$ cat src/rtl/stage_routing_regs.svh
// Offsets, field positions and reset values of the stage routing word.
// Assumes inclusion by bare name from the design modules.
`ifndef STAGE_ROUTING_REGS_SVH
`define STAGE_ROUTING_REGS_SVH

// Printed word indices; byte address is four times the index
`define UPPER_ROUTING_IDX_BASE 12'h081
`define UPPER_ROUTING_IDX_STRIDE 12'h008
`define STAGE_COUNT 12
`define ROUTING_FIELD_W 2
`define ROUTING_FIELD_COUNT 6
`define MEAS_TYPE_LSB 12
`define NEG_OFFSET_OFF_BIT 14
`define POS_OFFSET_OFF_BIT 15
`define ROUTING_WORD_W 16
`define ROUTING_WORD_RESET 16'h0000
`define OFFSET_STEP_FF 320

`endif

$ cat src/rtl/stage_routing_pkg.sv
// Types for the stage upper-input routing registers.
// Assumes stage_routing_regs.svh for the numeric constants.
package stage_routing_pkg;

    typedef enum logic [1:0] {
        ROUTE_OPEN = 2'b00,
        ROUTE_NEG = 2'b01,
        ROUTE_POS = 2'b10,
        ROUTE_BIAS = 2'b11
    } route_code_e;

    typedef enum logic [1:0] {
        MEAS_ILLEGAL = 2'b00,
        MEAS_SE_POS = 2'b01,
        MEAS_SE_NEG = 2'b10,
        MEAS_DIFF = 2'b11
    } meas_type_e;

    typedef enum {
        WR_IDLE,
        WR_RESP
    } wr_state_e;

    typedef enum {
        RD_IDLE,
        RD_RESP
    } rd_state_e;

endpackage : stage_routing_pkg

$ cat src/rtl/input_route_decode.sv
// Decodes one stage routing word into per-input switch controls.
// Assumes a stable stored word; purely combinational.
`timescale 1ns/1ps
`include "stage_routing_regs.svh"

module input_route_decode
    import stage_routing_pkg::*;
#(
    parameter int NUM_INPUTS = `ROUTING_FIELD_COUNT
) (
    input wire logic [15:0] word, // Stored routing word
    output logic [NUM_INPUTS-1:0] to_neg, // Input on converter negative
    output logic [NUM_INPUTS-1:0] to_pos, // Input on converter positive
    output logic [NUM_INPUTS-1:0] to_bias, // Input tied to bias
    output logic differential, // Differential measurement
    output logic neg_offset_en, // Negative offset injection on
    output logic pos_offset_en // Positive offset injection on
);

    function automatic route_code_e field_code(input logic [15:0] w,
                                                input int idx);
        field_code = route_code_e'(w[idx*`ROUTING_FIELD_W +: 2]);
    endfunction : field_code

    genvar gi;
    generate
        for (gi = 0; gi < NUM_INPUTS; gi++) begin : g_in
            // Open (00) drives no switch
            assign to_neg[gi] = field_code(word, gi) == ROUTE_NEG;
            assign to_pos[gi] = field_code(word, gi) == ROUTE_POS;
            assign to_bias[gi] = field_code(word, gi) == ROUTE_BIAS;
        end
    endgenerate

    assign differential =
        meas_type_e'(word[`MEAS_TYPE_LSB +: 2]) == MEAS_DIFF;
    assign neg_offset_en = !word[`NEG_OFFSET_OFF_BIT];
    assign pos_offset_en = !word[`POS_OFFSET_OFF_BIT];

endmodule : input_route_decode

$ cat src/rtl/stage_upper_input_routing_config.sv
// AXI4-Lite register bank of per-stage upper-input routing words.
// Assumes one AXI4-Lite master; the sequencer supplies the active stage.
//
// Decided for this implementation: the register addresses and the AXI4-Lite slave port.
`timescale 1ns/1ps
`include "stage_routing_regs.svh"

// Function
// - Code 00 leaves input open; input 7 bits [1:0]
// - Code 01 connects input to converter negative
// - Code 10 connects input to converter positive
// - Code 11 ties input to bias
// - Input 8 field at bits [3:2]
// - Input 9 field at bits [5:4]
// - Input 10 field at bits [7:6]
// - Input 11 field at bits [9:8]
// - Input 12 field at bits [11:10]
// - Measurement type 11 selects differential
// - Bit 14 set disables negative offset
// - Bit 15 set disables positive offset
// - One word per stage, stride eight words
// - Offset magnitude held elsewhere, 0.32 pF steps
module stage_upper_input_routing_config
    import stage_routing_pkg::*;
#(
    parameter int NUM_STAGES = `STAGE_COUNT,
    parameter int ADDR_W = 12
) (
    input wire logic aclk, // Clock, 125 MHz
    input wire logic aresetn, // Synchronous reset, active low
    input wire logic [ADDR_W-1:0] s_axi_awaddr, // Write address
    input wire logic [2:0] s_axi_awprot, // Write protection, ignored
    input wire logic s_axi_awvalid, // Write address valid
    output logic s_axi_awready, // Write address ready
    input wire logic [31:0] s_axi_wdata, // Write data
    input wire logic [3:0] s_axi_wstrb, // Write byte strobes
    input wire logic s_axi_wvalid, // Write data valid
    output logic s_axi_wready, // Write data ready
    output logic [1:0] s_axi_bresp, // Write response
    output logic s_axi_bvalid, // Write response valid
    input wire logic s_axi_bready, // Write response ready
    input wire logic [ADDR_W-1:0] s_axi_araddr, // Read address
    input wire logic [2:0] s_axi_arprot, // Read protection, ignored
    input wire logic s_axi_arvalid, // Read address valid
    output logic s_axi_arready, // Read address ready
    output logic [31:0] s_axi_rdata, // Read data
    output logic [1:0] s_axi_rresp, // Read response
    output logic s_axi_rvalid, // Read data valid
    input wire logic s_axi_rready, // Read data ready
    input wire logic [3:0] active_stage, // Stage being converted
    output logic [5:0] sensor_input_to_neg, // Inputs 7..12 on negative
    output logic [5:0] sensor_input_to_pos, // Inputs 7..12 on positive
    output logic [5:0] sensor_input_to_bias, // Inputs 7..12 on bias
    output logic differential_mode, // Differential measurement
    output logic negative_offset_en, // Negative offset injection on
    output logic positive_offset_en // Positive offset injection on
);

    localparam logic [1:0] RESP_OKAY = 2'b00;
    localparam logic [1:0] RESP_SLVERR = 2'b10;

    // Stage index for a byte address, or -1 when unmapped
    function automatic int stage_of(input logic [ADDR_W-1:0] addr);
        int idx;
        int off;
        idx = int'(addr >> 2);
        stage_of = -1;
        off = idx - `UPPER_ROUTING_IDX_BASE;
        if (addr[1:0] == 2'b00 && off >= 0 &&
            off % `UPPER_ROUTING_IDX_STRIDE == 0 &&
            off / `UPPER_ROUTING_IDX_STRIDE < NUM_STAGES) begin
            stage_of = off / `UPPER_ROUTING_IDX_STRIDE;
        end
    endfunction : stage_of

    logic [15:0] word_r [NUM_STAGES];
    logic [15:0] word_nxt [NUM_STAGES];

    wr_state_e wr_state_r;
    wr_state_e wr_state_nxt;
    logic aw_held_r;
    logic aw_held_nxt;
    logic w_held_r;
    logic w_held_nxt;
    logic [ADDR_W-1:0] awaddr_r;
    logic [ADDR_W-1:0] awaddr_nxt;
    logic [31:0] wdata_r;
    logic [31:0] wdata_nxt;
    logic [3:0] wstrb_r;
    logic [3:0] wstrb_nxt;
    logic [1:0] bresp_r;
    logic [1:0] bresp_nxt;

    rd_state_e rd_state_r;
    rd_state_e rd_state_nxt;
    logic [31:0] rdata_r;
    logic [31:0] rdata_nxt;
    logic [1:0] rresp_r;
    logic [1:0] rresp_nxt;

    logic [15:0] active_word;
    logic [5:0] dec_neg;
    logic [5:0] dec_pos;
    logic [5:0] dec_bias;
    logic dec_diff;
    logic dec_neg_en;
    logic dec_pos_en;
    logic [5:0] to_neg_r;
    logic [5:0] to_neg_nxt;
    logic [5:0] to_pos_r;
    logic [5:0] to_pos_nxt;
    logic [5:0] to_bias_r;
    logic [5:0] to_bias_nxt;
    logic diff_r;
    logic diff_nxt;
    logic neg_en_r;
    logic neg_en_nxt;
    logic pos_en_r;
    logic pos_en_nxt;

    // Write channel: address and data taken in either order
    always_comb begin
        logic [ADDR_W-1:0] a;
        logic [31:0] d;
        logic [3:0] s;
        int st;
        a = '0;
        d = '0;
        s = '0;
        st = -1;
        wr_state_nxt = wr_state_r;
        aw_held_nxt = aw_held_r;
        w_held_nxt = w_held_r;
        awaddr_nxt = awaddr_r;
        wdata_nxt = wdata_r;
        wstrb_nxt = wstrb_r;
        bresp_nxt = bresp_r;
        word_nxt = word_r;
        s_axi_awready = wr_state_r == WR_IDLE && !aw_held_r;
        s_axi_wready = wr_state_r == WR_IDLE && !w_held_r;
        unique case (wr_state_r)
            WR_IDLE: begin
                if (s_axi_awvalid && s_axi_awready) begin
                    aw_held_nxt = 1'b1;
                    awaddr_nxt = s_axi_awaddr;
                end
                if (s_axi_wvalid && s_axi_wready) begin
                    w_held_nxt = 1'b1;
                    wdata_nxt = s_axi_wdata;
                    wstrb_nxt = s_axi_wstrb;
                end
                if (aw_held_nxt && w_held_nxt) begin
                    a = aw_held_r ? awaddr_r : s_axi_awaddr;
                    d = w_held_r ? wdata_r : s_axi_wdata;
                    s = w_held_r ? wstrb_r : s_axi_wstrb;
                    st = stage_of(a);
                    if (st >= 0) begin
                        // Low 16 bits stored as written, each byte only when its strobe is set
                        if (s[0]) begin
                            word_nxt[st][7:0] = d[7:0];
                        end
                        if (s[1]) begin
                            word_nxt[st][15:8] = d[15:8];
                        end
                        bresp_nxt = RESP_OKAY;
                    end else begin
                        bresp_nxt = RESP_SLVERR;
                    end
                    aw_held_nxt = 1'b0;
                    w_held_nxt = 1'b0;
                    wr_state_nxt = WR_RESP;
                end
            end
            WR_RESP: begin
                if (s_axi_bready) begin
                    wr_state_nxt = WR_IDLE;
                end
            end
        endcase
    end

    always_ff @(posedge aclk) begin
        if (!aresetn) begin
            wr_state_r <= WR_IDLE;
            aw_held_r <= 1'b0;
            w_held_r <= 1'b0;
            awaddr_r <= '0;
            wdata_r <= '0;
            wstrb_r <= '0;
            bresp_r <= RESP_OKAY;
            for (int i = 0; i < NUM_STAGES; i++) begin
                word_r[i] <= `ROUTING_WORD_RESET;
            end
        end else begin
            wr_state_r <= wr_state_nxt;
            aw_held_r <= aw_held_nxt;
            w_held_r <= w_held_nxt;
            awaddr_r <= awaddr_nxt;
            wdata_r <= wdata_nxt;
            wstrb_r <= wstrb_nxt;
            bresp_r <= bresp_nxt;
            word_r <= word_nxt;
        end
    end

    assign s_axi_bvalid = wr_state_r == WR_RESP;
    assign s_axi_bresp = bresp_r;

    // Read channel: one read under way at a time
    always_comb begin
        int st;
        st = -1;
        rd_state_nxt = rd_state_r;
        rdata_nxt = rdata_r;
        rresp_nxt = rresp_r;
        s_axi_arready = rd_state_r == RD_IDLE;
        unique case (rd_state_r)
            RD_IDLE: begin
                if (s_axi_arvalid) begin
                    st = stage_of(s_axi_araddr);
                    if (st >= 0) begin
                        rdata_nxt = {16'h0000, word_r[st]};
                        rresp_nxt = RESP_OKAY;
                    end else begin
                        rdata_nxt = 32'h0000_0000;
                        rresp_nxt = RESP_SLVERR;
                    end
                    rd_state_nxt = RD_RESP;
                end
            end
            RD_RESP: begin
                if (s_axi_rready) begin
                    rd_state_nxt = RD_IDLE;
                end
            end
        endcase
    end

    always_ff @(posedge aclk) begin
        if (!aresetn) begin
            rd_state_r <= RD_IDLE;
            rdata_r <= 32'h0000_0000;
            rresp_r <= RESP_OKAY;
        end else begin
            rd_state_r <= rd_state_nxt;
            rdata_r <= rdata_nxt;
            rresp_r <= rresp_nxt;
        end
    end

    assign s_axi_rvalid = rd_state_r == RD_RESP;
    assign s_axi_rdata = rdata_r;
    assign s_axi_rresp = rresp_r;

    // Word of the stage under conversion; out-of-range reads as open
    always_comb begin
        active_word = `ROUTING_WORD_RESET;
        if (int'(active_stage) < NUM_STAGES) begin
            active_word = word_r[active_stage];
        end
    end

    // Fields: input 7 at [1:0] through input 12 at [11:10]
    input_route_decode #(
        .NUM_INPUTS(`ROUTING_FIELD_COUNT)
    ) u_decode (
        .word(active_word),
        .to_neg(dec_neg),
        .to_pos(dec_pos),
        .to_bias(dec_bias),
        .differential(dec_diff),
        // Enables only; the offset magnitude sits in another register
        .neg_offset_en(dec_neg_en),
        .pos_offset_en(dec_pos_en)
    );

    // Switch controls held in flops so the pins see no decode glitches
    always_comb begin
        to_neg_nxt = dec_neg;
        to_pos_nxt = dec_pos;
        to_bias_nxt = dec_bias;
        diff_nxt = dec_diff;
        neg_en_nxt = dec_neg_en;
        pos_en_nxt = dec_pos_en;
    end

    // Reset values match the decode of the all-zero reset word
    always_ff @(posedge aclk) begin
        if (!aresetn) begin
            to_neg_r <= '0;
            to_pos_r <= '0;
            to_bias_r <= '0;
            diff_r <= 1'b0;
            neg_en_r <= 1'b1;
            pos_en_r <= 1'b1;
        end else begin
            to_neg_r <= to_neg_nxt;
            to_pos_r <= to_pos_nxt;
            to_bias_r <= to_bias_nxt;
            diff_r <= diff_nxt;
            neg_en_r <= neg_en_nxt;
            pos_en_r <= pos_en_nxt;
        end
    end

    assign sensor_input_to_neg = to_neg_r;
    assign sensor_input_to_pos = to_pos_r;
    assign sensor_input_to_bias = to_bias_r;
    assign differential_mode = diff_r;
    assign negative_offset_en = neg_en_r;
    assign positive_offset_en = pos_en_r;

endmodule : stage_upper_input_routing_config

$ cat config.mk
export PLATFORM = sky130hd
export DESIGN_NAME = stage_upper_input_routing_config
export DESIGN_NICKNAME = d
export VERILOG_FILES = /design/src/rtl/stage_routing_pkg.sv /design/src/rtl/input_route_decode.sv /design/src/rtl/stage_upper_input_routing_config.sv
export VERILOG_INCLUDE_DIRS = /design/src /design/src/rtl
export SDC_FILE = /design/constraint.sdc
export NUM_CORES = 1
export LEC_CHECK = 0
export BUFFER_PORTS_ARGS = -buffer_cell sky130_fd_sc_hd__buf_2
export CAP_MARGIN = 5
export CORE_MARGIN = 1.5
export CORE_UTILIZATION = 40
export CTS_CLUSTER_DIAMETER = 30
export CTS_CLUSTER_SIZE = 24
export DETAILED_ROUTE_END_ITERATION = 8
export GPL_TIMING_DRIVEN = 1
export SLEW_MARGIN = 20
export SYNTH_ARGS = -nofsm -noshare
export SYNTH_HDL_FRONTEND = slang
export SYNTH_SLANG_ARGS = --single-unit
$ cat constraint.sdc
create_clock -name aclk -period 2.9 [get_ports aclk]
set_clock_uncertainty 0.15 [all_clocks]
set_input_delay 0.145 -clock aclk [delete_from_list [all_inputs] [get_ports aclk]]
set_output_delay 0.145 -clock aclk [all_outputs]
set_load 0.02 [all_outputs]
==> results of run 1 <==
-- power by group --
| part | total [mW] | leakage, nW | internal, mW | switching (mW) |
|---|---|---|---|---|
| Combinational | 0.986 | 4.82 | 0.339 | 0.647 |
| Clock | 7.19 | 1.04 | 4.84 | 2.35 |
| Sequential | 3.71 | 2.14 | 3.69 | 0.0241 |
-- timing repair --
| action | in CTS | in global routing |
|---|---|---|
| hold endpoints to repair | 52 | 0 |
| setup endpoints to repair | 0 | 0 |
| hold buffers | 42 | 0 |
-- worst paths after layout --
| path | startpoint | to | cells past startpoint |
|---|---|---|---|
| worst min-delay path | s_axi_araddr[8] | s_axi_rdata[14]$_SDFFE_PN0P_ | 5 |
| worst max register to register | aw_held_r$_SDFFE_PN0N_ | word_r[73]$_SDFFE_PN0P_ | 6 |
| worst min register to register | wdata_r[1]$_SDFFE_PN0P_ | wdata_r[1]$_SDFFE_PN0P_ | 2 |
| worst max-delay path | aw_held_r$_SDFFE_PN0N_ | word_r[73]$_SDFFE_PN0P_ | 6 |
-- metrics by stage --
step | power [mW] | hold WS [ns] | utilization (%) | worst slack [ns] | cells
floorplan | 4.42 | 0.0940 | - | 0.482 | 1505
global placement | 4.69 | 0.185 | 44.0 | 0.280 | 1983
detailed placement | 4.71 | 0.182 | 44.0 | 0.230 | 1983
CTS | 11.9 | 0.0135 | 51.5 | 0.227 | 2138
global route | 12.2 | 0.0595 | 51.5 | 0.0911 | 2138
finish | 11.9 | 0.0378 | 51.5 | 0.213 | 2139
-- routing by layer --
| metal | vias up | part of all wire [%] | global-route usage, % |
|---|---|---|---|
| met5 | - | 0.10 | 0 |
| met4 | 8 | 3.4 | 10.2 |
| met3 | 120 | 8.4 | 5.69 |
| met2 | 553 | 45 | 41.2 |
| met1 | 6119 | 43 | 34.0 |
| li1 | 5670 | - | - |
-- worst max-delay path, delay by kind of cell (launching register included) --
kind / cells / cell delay [ns]
compound gates: 1 / 0.48
buf+inv: 1 / 0.21
flops: 1 / 0.40
mux: 2 / 0.71
simple gates: 2 / 0.65
-- cell type report --
cell class	count	area, sq um
diodes	1	2.50
clock buffers	65	1570
clock inverters	48	601
fillers	3062	16800
inverters	38	143
multi-input cells	1054	8090
flip-flops and latches	265	5310
well taps	455	569
repair buffers	213	1560
-- flip-flops by register name (all words and copies together) (netlist names), 2 cells and up --
name and flops:
word_r 192, wstrb_r 2, wdata_r 16, awaddr_r 12, s_axi_rdata 16, sensor_input_to_pos 6, sensor_input_to_bias 6, sensor_input_to_neg 6
-- placed cells by master (no fill, tap or decap), drive strengths merged, types with 36 or more instances in the layout --
master	netlist	final
a21oi	46	46
buf	54	171
clkbuf	94	65
dfxtp	265	265
dlygate4sd3	0	42
inv	37	45
mux2i	258	258
mux4	43	43
nand2	295	295
nor2	65	65
o21ai	36	36
-- cell families after synthesis --
kind of cell / after synthesis / synth area share [%]
buffers and inverters: 186 / 5.80
xor gates and xnor gates: 1 / 0.195
other: 1 / 0.0265
muxes: 320 / 27.0
AOI/OAI and AO/OA: 243 / 12.5
and+or+nand+nor: 472 / 16.9
DFF: 265 / 37.6
==> impl_results.html, run 1 <==
<table>
<tr><th>Metric</th><th>Value</th></tr>
<tr><th colspan="2">Setup path</th></tr>
<tr><td>Setup crit start kind</td><td>flop</td></tr>
<tr><td>Cell at the slowest stage of the critical path</td><td>sky130_fd_sc_hd__o211ai_4</td></tr>
<tr><td>Largest fanout of any net on the critical path</td><td>9</td></tr>
<tr><td>Data arrival time of the critical path</td><td>3.04 ns</td></tr>
<tr><td>Cells along the critical path</td><td>buf_4, mux2_2, and2_1, and3_1, o211ai_4, mux2i_1</td></tr>
<tr><td>Worst setup path category</td><td>flop to flop</td></tr>
<tr><td>Register-to-Register Setup Slack</td><td>0.21 ns</td></tr>
<tr><td>Highest cell delay on the worst timing path</td><td>around 0.48 ns</td></tr>
<tr><td>Setup crit end kind</td><td>flop</td></tr>
<tr><td>WP data required</td><td>3.25 ns</td></tr>
<tr><th colspan="2">Logic synthesis</th></tr>
<tr><td>Top post-synthesis cells by area</td><td>sky130_fd_sc_hd__dfxtp_1 (38%), sky130_fd_sc_hd__mux2i_1 (18%), sky130_fd_sc_hd__nand2_1 (7.8%), sky130_fd_sc_hd__mux4_2 (6.9%), sky130_fd_sc_hd__clkbuf_1 (2.5%)</td></tr>
<tr><td>Number of synthesis warnings</td><td>0</td></tr>
<tr><td>Cell area after technology mapping</td><td>0.0141 sq mm</td></tr>
<tr><td>Cell accounting for the most synthesized area</td><td>sky130_fd_sc_hd__dfxtp_1</td></tr>
<tr><td>Post-synthesis cell count</td><td>1,488</td></tr>
<tr><td>Top cell type's share of synthesized area</td><td>37.6%</td></tr>
<tr><td>Mapped Avg Cell Area</td><td>9.49 sq um</td></tr>
<tr><td>Flop and latch count out of synthesis</td><td>~270</td></tr>
<tr><td>Number of enable flip-flop cells after synthesis</td><td>0</td></tr>
<tr><td>Primary FF master, synth</td><td>sky130_fd_sc_hd__dfxtp_1</td></tr>
<tr><td>Number of distinct library cells after synthesis</td><td>68</td></tr>
<tr><td>Async set or reset register ratio after synthesis</td><td>0%</td></tr>
<tr><td>Post-synth top cells</td><td>sky130_fd_sc_hd__nand2_1 (295), sky130_fd_sc_hd__dfxtp_1 (265), sky130_fd_sc_hd__mux2i_1 (253), sky130_fd_sc_hd__clkbuf_1 (94), sky130_fd_sc_hd__nor2_1 (64)</td></tr>
<tr><td>Cell with the most instances after synthesis</td><td>sky130_fd_sc_hd__nand2_1</td></tr>
<tr><td>Sequential element share of the synthesized area</td><td>37.6%</td></tr>
<tr><th colspan="2">Detailed routing</th></tr>
<tr><td>Starting DRT DRC Count</td><td>1,113</td></tr>
<tr><td>WL final</td><td>47.1 mm</td></tr>
<tr><td>Remaining antenna violation count</td><td>0</td></tr>
<tr><td>Number of remaining DRC errors</td><td>0</td></tr>
<tr><td>Total via count after detailed routing</td><td>12,500</td></tr>
<tr><td>Mean routed wirelength per cell</td><td>22.0 um</td></tr>
<tr><td>Pre-antenna DRT Iters</td><td>7</td></tr>
<tr><td>Vias per cell</td><td>5.83</td></tr>
<tr><th colspan="2">Place</th></tr>
<tr><td>Weighted congestion at the end of routability-driven global placement</td><td>0.850</td></tr>
<tr><td>Post-placement cell area</td><td>about 0.015 sq mm</td></tr>
<tr><td>Post-DP HPWL</td><td>around 32 mm</td></tr>
<tr><td>Count of buffers inserted at the top-level ports</td><td>96</td></tr>
<tr><th colspan="2">Timing</th></tr>
<tr><td>Final Max Slew Viols</td><td>0</td></tr>
<tr><td>Max_slew headroom</td><td>34.4%</td></tr>
<tr><td>Tcrit/Tclk final</td><td>92.7%</td></tr>
<tr><td>Final Setup Violations</td><td>0</td></tr>
<tr><td>Maximum clock frequency</td><td>roughly 370 MHz</td></tr>
<tr><td>Post-layout min period</td><td>2.69 ns</td></tr>
<tr><td>Worst-Margin Slew</td><td>0.982 ns</td></tr>
<tr><td>Setup repair after global routing missed its margin</td><td>false</td></tr>
<tr><td>Endpoints failing hold</td><td>0</td></tr>
<tr><td>Summed negative setup slack over all endpoints</td><td>0 ns</td></tr>
<tr><th colspan="2">CTS</th></tr>
<tr><td>Total of cells resized after clock tree synthesis</td><td>0</td></tr>
<tr><td>Maximum buffer depth of the clock tree</td><td>3</td></tr>
<tr><td>Buffer cell driving the clock tree root</td><td>sky130_fd_sc_hd__clkbuf_16</td></tr>
<tr><td>Number of sinks driven by the clock tree</td><td>265</td></tr>
<tr><td>Postcts setup bufs</td><td>0</td></tr>
<tr><td>Number of H-tree levels</td><td>2</td></tr>
<tr><td>Clock input transition at the sequential cells of the worst setup and hold paths</td><td>0.05 ns</td></tr>
<tr><td>TritonCTS clock tree</td><td>yes</td></tr>
<tr><td>Total clock buffers created by CTS</td><td>61</td></tr>
<tr><td>Clock latency on the worst-skew pair</td><td>0.58 ns</td></tr>
<tr><th colspan="2">Die</th></tr>
<tr><td>Initial core utilization</td><td>about two fifths</td></tr>
<tr><td>Width of the die</td><td>191 um</td></tr>
<tr><td>Height of the chip</td><td>191 um</td></tr>
<tr><td>Die footprint</td><td>0.0364 sq mm</td></tr>
<tr><td>I/O pin count</td><td>139</td></tr>
<tr><td>Row Count</td><td>68</td></tr>
<tr><td>Core area</td><td>0.0346 sq mm</td></tr>
<tr><th colspan="2">Run</th></tr>
<tr><td>Max-Cap Viols</td><td>0</td></tr>
<tr><th colspan="2">Outcome</th></tr>
<tr><td>Result of the run</td><td>completed</td></tr>
<tr><th colspan="2">Pwr</th></tr>
<tr><td>P per Cell Area</td><td>666 mW/mm^2</td></tr>
<tr><td>Static leakage power</td><td>approximately 8 nW</td></tr>
<tr><td>Peak supply drop</td><td>459 uV</td></tr>
<tr><th colspan="2">Global route</th></tr>
<tr><td>Number of global-route vias before repair</td><td>12,200</td></tr>
<tr><td>Total routing usage reported by global routing</td><td>between 20% and 30%</td></tr>
<tr><td>Number of antenna violations at the first check in global routing</td><td>5</td></tr>
<tr><td>Residual overflow from global routing</td><td>0</td></tr>
<tr><td>Pin count of the biggest net entering global routing</td><td>86</td></tr>
<tr><td>First-pass GRT wire length</td><td>approximately 70 mm</td></tr>
<tr><th colspan="2">Final layout</th></tr>
<tr><td>Area of all placed cells without fillers</td><td>0.0178 sq mm</td></tr>
<tr><td>Layout-stage area growth over the synthesis result</td><td>26.3%</td></tr>
<tr><td>Fraction of layout instances using a drive strength above 1</td><td>23.2%</td></tr>
<tr><td>Final Net Count</td><td>roughly 1,700</td></tr>
<tr><th colspan="2">Worst hold path</th></tr>
<tr><td>Path category of the worst min-delay check</td><td>input pin to flop</td></tr>
</table>
(Power assumes the default switching activity.)
==> inputs of run 2 (changes only) <==
--- a/config.mk
+++ b/config.mk
@@ -9,11 +9,12 @@
 export BUFFER_PORTS_ARGS = -buffer_cell sky130_fd_sc_hd__buf_2
 export CAP_MARGIN = 5
 export CORE_MARGIN = 1.5
-export CORE_UTILIZATION = 40
+export CORE_UTILIZATION = 60
 export CTS_CLUSTER_DIAMETER = 30
 export CTS_CLUSTER_SIZE = 24
 export DETAILED_ROUTE_END_ITERATION = 8
 export GPL_TIMING_DRIVEN = 1
+export PLACE_DENSITY = 0.81
 export SLEW_MARGIN = 20
 export SYNTH_ARGS = -nofsm -noshare
 export SYNTH_HDL_FRONTEND = slang
==> constraint.sdc (replaced) <==
create_clock -name aclk -period 2.9 [get_ports aclk]
set_clock_uncertainty 0.15 [all_clocks]
set_input_delay 0.29 -clock aclk [delete_from_list [all_inputs] [get_ports aclk]]
set_output_delay 0.29 -clock aclk [all_outputs]
set_load 0.02 [all_outputs]
==> impl_results.html, run 2 (synthesis gave the netlist of run 1 again) <==
<table>
<tr><th>Metric</th><th>Value</th></tr>
<tr><th colspan="2">Outcome</th></tr>
<tr><td>Result of the run</td><td>completed</td></tr>
<tr><th colspan="2">Pwr</th></tr>
<tr><td>Flop pwr share</td><td>33.6% (+2.4 points)</td></tr>
<tr><td>Net switching component of the power</td><td>2.95 mW (-2.2%)</td></tr>
<tr><td>Switching share of total power</td><td>26.7% (+1.3 points)</td></tr>
<tr><td>Static leakage power</td><td>7.79 nW (-2.5%)</td></tr>
<tr><td>Cell-internal power</td><td>8.10 mW (-8.7%)</td></tr>
<tr><td>P per Cell Area</td><td>641 mW/mm^2 (-3.8%)</td></tr>
<tr><td>Peak supply drop</td><td>568 uV (+24%)</td></tr>
<tr><td>Clock Power Share</td><td>57.5% (-3.0 points)</td></tr>
<tr><td>Proportion of power drawn by combinational gates</td><td>8.9% (+0.6 points)</td></tr>
<tr><th colspan="2">Die</th></tr>
<tr><td>Width of the die</td><td>156 um (-18%)</td></tr>
<tr><td>Height of the chip</td><td>156 um (-18%)</td></tr>
<tr><td>I/O pin count</td><td>139 (unchanged)</td></tr>
<tr><td>Core area</td><td>0.0228 sq mm (-34%)</td></tr>
<tr><td>Initial core utilization</td><td>61.8% (+21 points)</td></tr>
<tr><td>Die footprint</td><td>0.0245 sq mm (-33%)</td></tr>
<tr><td>Row Count</td><td>55 (-19%)</td></tr>
<tr><th colspan="2">Final layout</th></tr>
<tr><td>Most common library cell in the layout ignoring fill and taps</td><td>sky130_fd_sc_hd__nand2_1</td></tr>
<tr><td>Fraction of layout instances using a drive strength above 1</td><td>21.9% (-1.3 points)</td></tr>
<tr><td>Top library cells by usage in the layout, fill and taps aside</td><td>sky130_fd_sc_hd__nand2_1 (295), sky130_fd_sc_hd__dfxtp_1 (265), sky130_fd_sc_hd__mux2i_1 (253)</td></tr>
<tr><td>Layout-stage area growth over the synthesis result</td><td>22.1%</td></tr>
<tr><td>Flip-flop count of the largest register after layout</td><td>192 (unchanged)</td></tr>
<tr><td>Largest register by flop count</td><td>word_r</td></tr>
<tr><td>Utilization of the core after routing</td><td>75.5% (+24 points)</td></tr>
<tr><td>Final Net Count</td><td>1,686 (-1.4%)</td></tr>
<tr><td>Number of diodes</td><td>0 (-1)</td></tr>
<tr><th colspan="2">Detailed routing</th></tr>
<tr><td>Vias per cell</td><td>6.75 (+16%)</td></tr>
<tr><td>WL final</td><td>46.8 mm (-0.59%)</td></tr>
<tr><td>Mean routed wirelength per cell</td><td>23.8 um (+8.3%)</td></tr>
<tr><td>Total via count after detailed routing</td><td>13,300 (+6.4%)</td></tr>
<tr><td>Number of remaining DRC errors</td><td>0 (unchanged)</td></tr>
<tr><td>Pre-antenna DRT Iters</td><td>7 (unchanged)</td></tr>
<tr><td>Remaining antenna violation count</td><td>0 (unchanged)</td></tr>
<tr><td>Starting DRT DRC Count</td><td>1,852 (+66%)</td></tr>
<tr><th colspan="2">CTS</th></tr>
<tr><td>Clock latency on the worst-skew pair</td><td>0.57 ns (about the same)</td></tr>
<tr><td>TritonCTS clock tree</td><td>yes</td></tr>
<tr><td>Total clock buffers created by CTS</td><td>53 (-13%)</td></tr>
<tr><td>Postcts setup bufs</td><td>0 (unchanged)</td></tr>
<tr><td>Clock input transition at the sequential cells of the worst setup and hold paths</td><td>0.06 ns (about the same)</td></tr>
<tr><td>Number of H-tree levels</td><td>2 (unchanged)</td></tr>
<tr><td>Number of sinks driven by the clock tree</td><td>265 (unchanged)</td></tr>
<tr><td>Maximum buffer depth of the clock tree</td><td>3 (unchanged)</td></tr>
<tr><td>Buffer cell driving the clock tree root</td><td>sky130_fd_sc_hd__clkbuf_16</td></tr>
<tr><th colspan="2">Setup path</th></tr>
<tr><td>Launch point of the worst reg-to-reg path</td><td>aw_held_r$_SDFFE_PN0N_</td></tr>
<tr><td>Critical path endpoint</td><td>word_r[10]$_SDFFE_PN0P_</td></tr>
<tr><td>Worst setup path category</td><td>flop to flop</td></tr>
<tr><td>Setup crit start kind</td><td>flop</td></tr>
<tr><td>Highest cell delay on the worst timing path</td><td>0.56 ns (+0.08 ns)</td></tr>
<tr><td>Worst r2r path cells</td><td>7 (+1)</td></tr>
<tr><td>Cell at the slowest stage of the critical path</td><td>sky130_fd_sc_hd__or4b_1</td></tr>
<tr><td>Largest fanout of any net on the critical path</td><td>12 (+3)</td></tr>
<tr><td>Setup crit end kind</td><td>flop</td></tr>
<tr><td>Critical path launch point</td><td>aw_held_r$_SDFFE_PN0N_</td></tr>
<tr><td>Crit. path cell count</td><td>7 (+1)</td></tr>
<tr><td>Cells along the critical path</td><td>buf_4, or4b_1, a2bb2oi_1, nor4_4, buf_12, nand4_4, mux2i_1</td></tr>
<tr><td>Critical path buffer and inverter count</td><td>2 (+1)</td></tr>
<tr><td>Family with the most delay on the worst path</td><td>simple AND/OR/NAND/NOR gates</td></tr>
<tr><td>Data arrival time of the critical path</td><td>2.96 ns (-0.08 ns)</td></tr>
<tr><td>Register-to-Register Setup Slack</td><td>0.20 ns (-0.02 ns)</td></tr>
<tr><td>Reg-to-Reg End</td><td>word_r[10]$_SDFFE_PN0P_</td></tr>
<tr><td>WP data required</td><td>3.15 ns (-0.10 ns)</td></tr>
<tr><th colspan="2">Timing</th></tr>
<tr><td>Max_slew headroom</td><td>36.9% (+2.5 points)</td></tr>
<tr><td>Endpoints failing hold</td><td>0 (unchanged)</td></tr>
<tr><td>Setup repair after global routing missed its margin</td><td>false</td></tr>
<tr><td>Summed negative setup slack over all endpoints</td><td>0 ns (unchanged)</td></tr>
<tr><td>Worst-case setup margin in the final layout</td><td>0.196 ns (-0.0168 ns)</td></tr>
<tr><td>Post-layout min period</td><td>2.70 ns (+0.0168 ns)</td></tr>
<tr><td>Final Setup Violations</td><td>0 (unchanged)</td></tr>
<tr><td>Tcrit/Tclk final</td><td>93.2% (+0.58 points)</td></tr>
<tr><td>Final Max Slew Viols</td><td>0 (unchanged)</td></tr>
<tr><td>Maximum clock frequency</td><td>370 MHz (-0.62%)</td></tr>
<tr><td>Worst-Margin Slew</td><td>0.947 ns (-0.0356 ns)</td></tr>
<tr><th colspan="2">Place</th></tr>
<tr><td>Count of buffers inserted at the top-level ports</td><td>96 (unchanged)</td></tr>
<tr><td>Post-DP HPWL</td><td>28.8 mm (-9.3%)</td></tr>
<tr><td>Setup WS pre-CTS</td><td>0.287 ns (+0.0573 ns)</td></tr>
<tr><td>Weighted congestion at the end of routability-driven global placement</td><td>0.921 (+8.4%)</td></tr>
<tr><th colspan="2">Global route</th></tr>
<tr><td>Pin count of the biggest net entering global routing</td><td>96 (+12%)</td></tr>
<tr><td>Residual overflow from global routing</td><td>0 (unchanged)</td></tr>
<tr><td>Total routing usage reported by global routing</td><td>37.9% (+12 points)</td></tr>
<tr><td>First-pass GRT wire length</td><td>71.2 mm (-1.1%)</td></tr>
<tr><td>Number of global-route vias before repair</td><td>12,900 (+6.2%)</td></tr>
<tr><td>Number of antenna violations at the first check in global routing</td><td>0 (-5)</td></tr>
<tr><th colspan="2">Run</th></tr>
<tr><td>Max-Cap Viols</td><td>0 (unchanged)</td></tr>
<tr><th colspan="2">Worst hold path</th></tr>
<tr><td>Path category of the worst min-delay check</td><td>input pin to flop</td></tr>
</table>
[run 2: cell count changes in the layout (fill, tap and decap cells not counted), sizes merged, moves of 5 or more]
cell,before,now
buf,171,160
bufinv,10,5
clkinv,20,9
dlygate4sd3,42,37
inv,45,51
[run 2: worst reg2reg max path: stages (launching register included)]
cell and delay, ns:
sky130_fd_sc_hd__dfxtp_1 0.33, sky130_fd_sc_hd__buf_4 0.18, sky130_fd_sc_hd__or4b_1 0.56, sky130_fd_sc_hd__a2bb2oi_1 0.23, sky130_fd_sc_hd__nor4_4 0.36, sky130_fd_sc_hd__buf_12 0.22, sky130_fd_sc_hd__nand4_4 0.31, sky130_fd_sc_hd__mux2i_1 0.21
[run 2: repair_timing]
action	CTS	global route
hold endpoints to repair	53	0
resized for setup	0	0
setup endpoints to repair	0	0
hold buffers	37	0
[run 2: cell type report]
type                            instances  area (sq um)
Clock buffer                           62          1440
Clock inverter                         35           427
Fill cell                            1440          5600
Inverter                               38           143
Multi-Input combinational cell       1054          8080
Sequential cell                       265          5310
Tap cell                              313           392
Timing Repair Buffer                  197          1460
[run 2: worst min-delay path by stage]
stage                        startpoint                     endpoint  slack (ns)  cells after the start
2_1_floorplan              s_axi_rready   rd_state_r[0]$_SDFFE_PN0P_        0.24                      1
3_5_place_dp    wdata_r[9]$_SDFFE_PN0P_      wdata_r[9]$_SDFFE_PN0P_        0.30                      2
5_1_grt                   s_axi_arvalid  s_axi_rresp[1]$_SDFFE_PN0P_        0.14                      3
4_1_cts                   s_axi_arvalid  s_axi_rresp[1]$_SDFFE_PN0P_        0.08                      3
6_report                  s_axi_arvalid  s_axi_rresp[1]$_SDFFE_PN0P_        0.10                      3
3_3_place_gp   wdata_r[14]$_SDFFE_PN0P_     wdata_r[14]$_SDFFE_PN0P_        0.29                      2
[run 2: through the flow]
step	instance area (sq um)	instances	hold WS, ns	total power [mW]
2_1_floorplan	14200	1505	0.239	4.42
3_3_place_gp	15000	1830	0.288	4.65
3_5_place_dp	15000	1830	0.297	4.67
4_1_cts	17200	1964	0.0802	11.0
5_1_grt	17200	1964	0.138	11.2
6_report	17200	1964	0.102	11.1
[run 2: power groups by stage]
stage | Combinational, mW | Sequential, mW | Clock (mW)
after floorplan | 0.633 | 3.78 | 0
after global placement | 0.876 | 3.78 | 0
after detailed placement | 0.892 | 3.78 | 0
after CTS | 0.941 | 3.71 | 6.33
after global routing | 1.02 | 3.71 | 6.50
final | 0.984 | 3.71 | 6.36
[run 2: metal layers]
layer	routed length, um	GRT usage, %	share of wire, %
met1	16900	46.6	36
met2	20700	58.7	44
met3	6160	11.0	13
met4	3000	23.9	6.4
met5	0	0	0
